==> src/include/reset_clock_regs.svh <==
// Register offsets, field positions, reset values and timing counts
`ifndef RESET_CLOCK_REGS_SVH
`define RESET_CLOCK_REGS_SVH

// ==================================================================
// Timing
`define CLK_PERIOD_NS     10
`define RESET_PULSE_NS    20000
// Least time, so round up to whole cycles
`define RESET_PULSE_CYC   ((`RESET_PULSE_NS + `CLK_PERIOD_NS - 1) / `CLK_PERIOD_NS)
`define HSE_STARTUP_CYC   1024

// ==================================================================
// Register byte offsets
`define CLK_CTRL_OFS      12'h000
`define CTRL_STS_OFS      12'h004
`define BD_CTRL_OFS       12'h008
`define INT_STS_OFS       12'h00c
`define INT_MSK_OFS       12'h010

// ==================================================================
// Field positions
`define CTRL_EN_BIT       0
`define CTRL_RDY_BIT      1
`define CTRL_BYP_BIT      2
`define CSR_CLR_BIT       24
`define CSR_FLAG_LSB      26
`define BD_DATA_LSB       0
`define BD_RST_BIT        16
`define INT_RDY_BIT       0
`define INT_LOST_BIT      1

// ==================================================================
// Reset values
`define BD_DATA_RST       8'h00
`define INT_MSK_RST       2'h0
`define FLAGS_RST         6'h00

`endif

==> src/include/reset_clock_pkg.sv <==
// Types shared by the reset and fast oscillator front end
package reset_clock_pkg;

   // Internal system reset requests, one-cycle or level
   typedef struct packed {
      logic window_watchdog_expire;
      logic independent_watchdog_expire;
      logic sw_request;
      logic standby_entry;
      logic stop_entry;
   } reset_src_s;

   // Power reset requests
   typedef struct packed {
      logic power_on;
      logic power_down;
      logic standby_wakeup;
   } power_src_s;

   // Reset cause flags, msb first as they sit in the register
   typedef struct packed {
      logic lpwr;
      logic window_watchdog;
      logic independent_watchdog;
      logic sw;
      logic por;
      logic pin;
   } reset_flags_s;

   typedef enum logic [1:0] {RS_IDLE, RS_PULSE, RS_PIN} rst_state_e;
   typedef enum logic [1:0] {OSC_OFF, OSC_START, OSC_READY} osc_state_e;

endpackage : reset_clock_pkg

==> src/design/reset_clock_front.sv <==
// Reset source gathering, reset pin stretcher and fast oscillator gating
//
// The register offsets and the APB register port were chosen for this implementation.
`timescale 1ns/1ps
`include "reset_clock_regs.svh"

module reset_clock_front
   import reset_clock_pkg::*;
(
   input  wire logic        clk,
   input  wire logic        external_reset_pin,
   input  wire logic        ce,
   input  wire logic [11:0] paddr,
   input  wire logic        psel,
   input  wire logic        penable,
   input  wire logic        pwrite,
   input  wire logic [31:0] pwdata,
   output logic      [31:0] prdata,
   output logic             pready,
   output logic             pslverr,
   output logic             irq,
   input  wire reset_src_s  rst_src,
   input  wire logic        standby_reset_option,
   input  wire logic        stop_entry_reset_option,
   input  wire power_src_s  pwr_src,
   input  wire logic        external_reset_pin_in,
   output logic             external_reset_pin_out,
   output logic             external_reset_pin_oe_n,
   output logic             system_reset_n,
   output logic             power_reset_n,
   output logic             backup_reset_n,
   input  wire logic        oscillator_input_pin,
   output logic             osc_drive_en,
   output logic             osc_bypass,
   output logic             fast_external_clock
);

   // ===============================================================
   // Declarations
   rst_state_e   rst_state_reg;
   rst_state_e   rst_state_next;
   logic [11:0]  pulse_cnt_reg;
   logic         sys_rst_reg;
   logic         pin_oe_n_reg;
   logic         pwr_rst_n_reg;
   reset_flags_s flags_reg;
   reset_flags_s flags_set;
   logic         lp_evt;
   logic         pwr_evt;
   logic         int_evt;
   logic         ext_evt;

   logic         hse_en_reg;
   logic         hse_byp_reg;
   osc_state_e   osc_state_reg;
   logic [10:0]  start_cnt_reg;
   logic         hse_rdy;
   logic         rdy_rise;
   logic         rdy_lost;
   logic         drive_reg;
   logic         byp_out_reg;
   logic         clk_gate_reg;

   logic [7:0]   bd_data_reg;
   logic         bd_rst_bit_reg;
   logic         bd_rst_n_reg;

   logic [1:0]   int_sts_reg;
   logic [1:0]   int_msk_reg;
   logic [1:0]   int_evt_vec;
   logic         irq_reg;

   logic         pready_reg;
   logic         pslverr_reg;
   logic [31:0]  prdata_reg;
   logic         wr_take;
   logic [2:0]   wsel;
   logic         sw_ok;

   // ===============================================================
   // Register decode, shared by read and write paths
   function automatic logic [2:0] reg_sel(input logic [11:0] a);
      case (a)
         `CLK_CTRL_OFS: reg_sel = 3'h0;
         `CTRL_STS_OFS: reg_sel = 3'h1;
         `BD_CTRL_OFS:  reg_sel = 3'h2;
         `INT_STS_OFS:  reg_sel = 3'h3;
         `INT_MSK_OFS:  reg_sel = 3'h4;
         default:       reg_sel = 3'h7;
      endcase
   endfunction : reg_sel

   // ===============================================================
   // Reset sources
   // Low-power entry only resets when the option bit is cleared
   assign lp_evt  = (rst_src.standby_entry & ~standby_reset_option)
                  | (rst_src.stop_entry
                     & ~stop_entry_reset_option);
   assign pwr_evt = pwr_src.power_on | pwr_src.power_down
                  | pwr_src.standby_wakeup;
   assign int_evt = rst_src.window_watchdog_expire | rst_src.independent_watchdog_expire
                  | rst_src.sw_request | lp_evt | pwr_evt;
   assign ext_evt = ~external_reset_pin_in;

   // Cause bits to set this cycle
   always_comb
   begin
      flags_set      = `FLAGS_RST;
      flags_set.lpwr = lp_evt;
      flags_set.window_watchdog = rst_src.window_watchdog_expire;
      flags_set.independent_watchdog = rst_src.independent_watchdog_expire;
      flags_set.sw   = rst_src.sw_request;
      flags_set.por  = pwr_evt;
      // Pin flag only when nothing inside pulled the pin
      flags_set.pin  = ext_evt & ~int_evt & (rst_state_reg == RS_IDLE);
   end

   // Sequencer: stretch internal events, then wait for the pin to rise
   always_comb
   begin
      rst_state_next = rst_state_reg;
      case (rst_state_reg)
         RS_IDLE:
         begin
            if (int_evt)
               rst_state_next = RS_PULSE;
            else if (ext_evt)
               rst_state_next = RS_PIN;
         end
         RS_PULSE:
         begin
            if (pulse_cnt_reg == 12'(`RESET_PULSE_CYC - 1))
               rst_state_next = RS_PIN;
         end
         RS_PIN:
         begin
            // Pin may still be held low by the outside world
            if (!ext_evt)
               rst_state_next = RS_IDLE;
         end
         default: rst_state_next = RS_IDLE;
      endcase
   end

   // Sequencer state
   always_ff @(posedge clk)
   begin
      if (!external_reset_pin)
         rst_state_reg <= RS_IDLE;
      else if (ce)
         rst_state_reg <= rst_state_next;
   end

   // Pulse length counter, restarts with every new pulse
   always_ff @(posedge clk)
   begin
      if (!external_reset_pin)
         pulse_cnt_reg <= 12'h000;
      else if (ce)
      begin
         if (rst_state_reg == RS_PULSE)
            pulse_cnt_reg <= pulse_cnt_reg + 12'h001;
         else
            pulse_cnt_reg <= 12'h000;
      end
   end

   // Pin driver and reset outputs; open drain, so only the enable moves
   always_ff @(posedge clk)
   begin
      if (!external_reset_pin)
      begin
         pin_oe_n_reg  <= 1'b0;
         sys_rst_reg   <= 1'b1;
         pwr_rst_n_reg <= 1'b0;
      end
      else if (ce)
      begin
         pin_oe_n_reg  <= (rst_state_next != RS_PULSE);
         sys_rst_reg   <= (rst_state_next != RS_IDLE);
         pwr_rst_n_reg <= ~pwr_evt;
      end
   end

   // Cause flags survive system reset; power reset leaves por plus any cause set in the same cycle
   always_ff @(posedge clk)
   begin
      if (!external_reset_pin)
         flags_reg <= `FLAGS_RST;
      else if (ce)
      begin
         if (pwr_evt)
            flags_reg <= flags_set;
         else if (wr_take && wsel == 3'h1 && pwdata[`CSR_CLR_BIT])
            flags_reg <= flags_set;                                 // set wins
         else
            flags_reg <= flags_reg | flags_set;
      end
   end

   // ===============================================================
   // Fast external oscillator
   assign hse_rdy  = (osc_state_reg == OSC_READY);
   assign rdy_rise = (osc_state_reg == OSC_START) && hse_en_reg
                  && (start_cnt_reg == 11'(`HSE_STARTUP_CYC - 1));
   assign rdy_lost = hse_rdy && !hse_en_reg;

   // Control bits; bypass only changes while the oscillator is off
   always_ff @(posedge clk)
   begin
      if (!external_reset_pin || sys_rst_reg)
      begin
         hse_en_reg  <= 1'b0;
         hse_byp_reg <= 1'b0;
      end
      else if (ce && wr_take && wsel == 3'h0)
      begin
         hse_en_reg <= pwdata[`CTRL_EN_BIT];
         if (!hse_en_reg)
            hse_byp_reg <= pwdata[`CTRL_BYP_BIT];
      end
   end

   // Startup sequence; ready drops the cycle after enable is cleared
   always_ff @(posedge clk)
   begin
      if (!external_reset_pin || sys_rst_reg)
      begin
         osc_state_reg <= OSC_OFF;
         start_cnt_reg <= 11'h000;
      end
      else if (ce)
      begin
         case (osc_state_reg)
            OSC_OFF:
            begin
               start_cnt_reg <= 11'h000;
               if (hse_en_reg)
                  osc_state_reg <= OSC_START;
            end
            OSC_START:
            begin
               start_cnt_reg <= start_cnt_reg + 11'h001;
               if (!hse_en_reg)
                  osc_state_reg <= OSC_OFF;
               else if (rdy_rise)
                  osc_state_reg <= OSC_READY;
            end
            OSC_READY:
            begin
               if (!hse_en_reg)
                  osc_state_reg <= OSC_OFF;
            end
            default: osc_state_reg <= OSC_OFF;
         endcase
      end
   end

   // Pad controls and gated clock; the gate costs one cycle of latency
   always_ff @(posedge clk)
   begin
      if (!external_reset_pin || sys_rst_reg)
      begin
         drive_reg    <= 1'b0;
         byp_out_reg  <= 1'b0;
         clk_gate_reg <= 1'b0;
      end
      else if (ce)
      begin
         drive_reg    <= hse_en_reg & ~hse_byp_reg;
         byp_out_reg  <= hse_en_reg & hse_byp_reg;
         clk_gate_reg <= hse_rdy & hse_en_reg
                       & oscillator_input_pin;
      end
   end

   // ===============================================================
   // Backup area: cleared only by external_reset_pin or its own reset bit
   always_ff @(posedge clk)
   begin
      if (!external_reset_pin)
      begin
         bd_data_reg    <= `BD_DATA_RST;
         bd_rst_bit_reg <= 1'b0;
         bd_rst_n_reg   <= 1'b1;
      end
      else if (ce)
      begin
         bd_rst_n_reg <= ~bd_rst_bit_reg;
         if (wr_take && wsel == 3'h2)
            bd_rst_bit_reg <= pwdata[`BD_RST_BIT];
         // Held in reset while the bit is set, like the real domain
         if (bd_rst_bit_reg)
            bd_data_reg <= `BD_DATA_RST;
         else if (wr_take && wsel == 3'h2)
            bd_data_reg <= pwdata[`BD_DATA_LSB +: 8];
      end
   end

   // ===============================================================
   // Interrupts: sticky status, write one to clear, set wins
   assign int_evt_vec[`INT_RDY_BIT]  = rdy_rise;
   assign int_evt_vec[`INT_LOST_BIT] = rdy_lost;

   generate
      for (genvar i = 0; i < 2; i++)
      begin : g_sts
         always_ff @(posedge clk)
         begin
            if (!external_reset_pin || sys_rst_reg)
               int_sts_reg[i] <= 1'b0;
            else if (ce)
            begin
               if (int_evt_vec[i])
                  int_sts_reg[i] <= 1'b1;
               else if (wr_take && wsel == 3'h3 && pwdata[i])
                  int_sts_reg[i] <= 1'b0;
            end
         end
      end
   endgenerate

   // Mask and interrupt line
   always_ff @(posedge clk)
   begin
      if (!external_reset_pin || sys_rst_reg)
      begin
         int_msk_reg <= `INT_MSK_RST;
         irq_reg     <= 1'b0;
      end
      else if (ce)
      begin
         if (wr_take && wsel == 3'h4)
            int_msk_reg <= pwdata[1:0];
         irq_reg <= |(int_sts_reg & int_msk_reg);
      end
   end

   // ===============================================================
   // APB slave: one wait state, so every access takes three cycles
   assign wsel    = reg_sel(paddr);
   // Writes are dropped while the system is held in reset
   assign sw_ok   = ~sys_rst_reg;
   assign wr_take = psel & penable & pready_reg & pwrite & sw_ok;

   always_ff @(posedge clk)
   begin
      if (!external_reset_pin)
      begin
         pready_reg  <= 1'b0;
         pslverr_reg <= 1'b0;
         prdata_reg  <= 32'h0000_0000;
      end
      else if (ce)
      begin
         pready_reg  <= psel & penable & ~pready_reg;
         pslverr_reg <= psel & penable & ~pready_reg & (wsel == 3'h7);
         prdata_reg  <= 32'h0000_0000;
         if (psel && penable && !pready_reg && !pwrite)
         begin
            case (wsel)
               3'h0:
               begin
                  prdata_reg[`CTRL_EN_BIT]  <= hse_en_reg;
                  prdata_reg[`CTRL_RDY_BIT] <= hse_rdy;
                  prdata_reg[`CTRL_BYP_BIT] <= hse_byp_reg;
               end
               3'h1: prdata_reg[`CSR_FLAG_LSB +: 6] <= flags_reg;
               3'h2:
               begin
                  prdata_reg[`BD_DATA_LSB +: 8] <= bd_data_reg;
                  prdata_reg[`BD_RST_BIT]       <= bd_rst_bit_reg;
               end
               3'h3: prdata_reg[1:0] <= int_sts_reg;
               3'h4: prdata_reg[1:0] <= int_msk_reg;
               default: prdata_reg <= 32'h0000_0000;
            endcase
         end
      end
   end

   // ===============================================================
   // Outputs, all but the tied-low pin output straight from flip-flops
   assign prdata                  = prdata_reg;
   assign pready                  = pready_reg;
   assign pslverr                 = pslverr_reg;
   assign irq                     = irq_reg;
   assign external_reset_pin_out  = 1'b0;  // Open drain, only ever pulls low
   assign external_reset_pin_oe_n = pin_oe_n_reg;
   assign system_reset_n          = ~sys_rst_reg;
   assign power_reset_n           = pwr_rst_n_reg;
   assign backup_reset_n          = bd_rst_n_reg;
   assign osc_drive_en            = drive_reg;
   assign osc_bypass              = byp_out_reg;
   assign fast_external_clock     = clk_gate_reg;

endmodule : reset_clock_front

==> config.mk <==
export PLATFORM = sky130hd
export DESIGN_NAME = reset_clock_front
export DESIGN_NICKNAME = d
export VERILOG_FILES = /design/src/include/reset_clock_pkg.sv /design/src/design/reset_clock_front.sv
export VERILOG_INCLUDE_DIRS = /design/src /design/src/include
export SDC_FILE = /design/constraint.sdc
export NUM_CORES = 1
export LEC_CHECK = 0
export BUFFER_PORTS_ARGS = -buffer_cell sky130_fd_sc_hd__buf_2
export CORE_ASPECT_RATIO = 0.5
export CORE_MARGIN = 8
export CORE_UTILIZATION = 45
export CTS_CLUSTER_DIAMETER = 40
export DETAILED_ROUTE_END_ITERATION = 8
export MAX_ROUTING_LAYER = met4
export PLACE_DENSITY = 0.83
export SLEW_MARGIN = 20
export SYNTH_ARGS = -nofsm -noshare
export SYNTH_HDL_FRONTEND = slang
export SYNTH_SLANG_ARGS = --single-unit
==> constraint.sdc <==
create_clock -name clk -period 3.5 [get_ports clk]
set_clock_uncertainty 0.05 [all_clocks]
set_input_delay 1.05 -clock clk [delete_from_list [all_inputs] [get_ports clk]]
set_output_delay 1.05 -clock clk [all_outputs]
set_load 0.05 [all_outputs]
==> flow_summary.ini <==
[run_status]
status = completed

[min_path]
holdPathStages = 1
min_from = flags_reg[0]
hp-class = register to register
whs_endpoint = flags_reg[0]

[cts]
clk_latency_ps = 330
ctsHoldBuffers = 0
cts_resized = 0
htreeDepth = 3
cts_buffers = 9
postCtsSetupRepairBufs = 0
tritoncts = done
cts-root-buf = clkbuf_16
clk_path_buf_depth = 2
cts_sinks = 73
clk_pin_slew_ps = 60

[logic_synthesis]
synth.top_cells.by_area = dfxtp_1, buf_4, nor2b_1, xor2_1, nor2_1
syn_inst = 355
ys_types = 54
synthesis.area_mm2 = 0.00326
async_flop_share_pct = 0
synth_edf_count = 0
synth_most_common_cell = dfxtp_1
synth_top_area_share_pct = 44.8
yosysSeqAreaShare_pct = 44.8
ys_ff_latch = 73
yosysTopAreaCell = dfxtp_1
ys.flop_type = dfxtp_1
synth_top_cells_by_count = dfxtp_1, nor2_1, nand2_1
synth-warning-count = 0
syn_avg_cell_area_um2 = 9.18

[layout]
multi_input_area_mm2 = 0.00164
largest_reg_flops = 15
antennaDiodeCount = 0
fill_cells = 615
finalNetCount = 484
fin_util_pct = 54.6
area_delta_synth_final_pct = 20.3
ff_latch_area_mm2 = 0.00146
drive_gt1_share_pct = 22.4

[floorplan]
io_pins = 105
coreArea_mm2 = 0.00718
rows = 22
initial_core_util_pct = 45.4
dieArea_mm2 = 0.0104
die_h_um = 76.2
dieWidth_um = 136

[sta]
slew_violations = 0
setup_ws_ps = 425
timing.slew.headroom_pct = 57.3
finalCritPeriodShare_pct = 87.9
tns_ps = 0
setup_violations = 0
worst_pin_slew_ps = 636
holdWs_ps = 401
rsz0062_at_grt = no
fin_crit_ps = 3070
clock.fmax_mhz = 325
hold_viol = 0

[worst_setup_path]
r2r-end = bd_data_reg[3]
crit_type = primary input to register
reg2reg_slack_ps = 1310
cp_max_fo = 8
required_ps = 3720
rr_worst_depth = 5
critPathCaptureType = register
worstReg2RegStart = sys_rst_reg
crit_path_start_kind = primary input
cp.arrival_ps = 3300

[grt]
grtUsageTotal_pct = 15.0
grt_max_degree = 35
grt_pass1_vias = 2705
antenna_found_initial = 0
overflow = 0
grt_pass1_wl_um = 12600

[pwr]
finalPower_mw = 1.94
p_leak_nw = 1.57
peakVddDrop_mv = 0.269
p_per_area_mw_per_mm2 = 495

[route]
drt-wirelength-per-cell_um = 14.7
postRouteAntennaNets = 0
viasPerCell = 5.33
drtIter0Drc = 296
drt_pass1_iterations = 4
routed_wl_um = 7680
vias = 2779
drc = 0

[placed_design]
dp_slack_ps = 96.2
dpl.hpwl_um = 5410
portBuffers = 64
place.gp.congestion = 0.838

[flow_run]
maxCapViolCount = 0
==> critical path, cell delays in order <==
cell     delay [ps]
buf_2           100
or4_4           530
or4_4           540
or4_4           480
nor3b_4         400
a22o_1          200
==> how the worst max path moves through the flow <==
stage | slack (ps) | from | endpoint
6_report | 430 | paddr[9] | bd_data_reg[3]
2_1_floorplan | 270 | paddr[9] | bd_data_reg[0]
4_1_cts | 430 | paddr[9] | bd_data_reg[3]
3_5_place_dp | 100 | paddr[9] | bd_data_reg[0]
5_1_grt | 370 | paddr[9] | bd_data_reg[3]
3_3_place_gp | 120 | paddr[9] | bd_data_reg[5]
==> power breakdown <==
group	internal [mW]	total, mW	switching (mW)
sequential	0.840	0.847	0.00693
clock	0.610	0.950	0.340
combinational	0.0411	0.146	0.104
==> layout make-up <==
class | instances | area share [%]
clock inverters | 4 | 1.24
clock buffers | 12 | 6.80
multi-input cells | 259 | 41.7
flip-flops and latches | 73 | 37.3
repair buffers | 69 | 9.13
inverters | 8 | 0.766
well taps | 96 | 3.06
==> placed cells by master, fill, tap and decap left out, types with 3 or more instances in the layout <==
master / instances
dfxtp_1: 73
buf_2: 64
nor2_1: 32
nand2_1: 23
nor2b_1: 21
conb_1: 18
a21oi_1: 14
xor2_1: 14
nand3_1: 12
a22oi_1: 12
nand4_1: 11
mux2i_1: 11
a22o_1: 10
o21ai_0: 9
clkbuf_16: 9
inv_1: 8
and3_1: 5
or3_1: 5
nor4_1: 5
buf_4: 5
nand3b_1: 4
nor3_1: 4
xnor2_1: 4
or4_4: 3
a21boi_0: 3
o22ai_1: 3
a32o_1: 3
clkbuf_8: 3
==> stage by stage <==
| step | instance area (um2) | std cells |
|---|---|---|
| 6_report | 3920 | 521 |
| 5_1_grt | 3920 | 521 |
| 4_1_cts | 3920 | 521 |
| 3_5_place_dp | 3610 | 505 |
| 3_3_place_gp | 3610 | 505 |
| 2_1_floorplan | 3320 | 372 |
==> layer usage <==
layer	GRT usage (%)	vias to the layer above	share of wire, %
li1	-	1375	-
met3	4.34	11	6.0
met4	5.33	0	1.1
met5	-	-	0
met1	17.5	1309	44
met2	24.2	84	49
==> kinds of logic after synthesis <==
family	after synthesis	share of synthesized area [%]
mux	11	3.38
fa+ha+maj	2	0.768
buf+inv	40	6.91
flops	73	44.8
compound gates	70	15.3
xor+xnor	18	4.84
other cells	1	0.115
simple gates	140	23.9
Power figures use the tool's default switching activity.
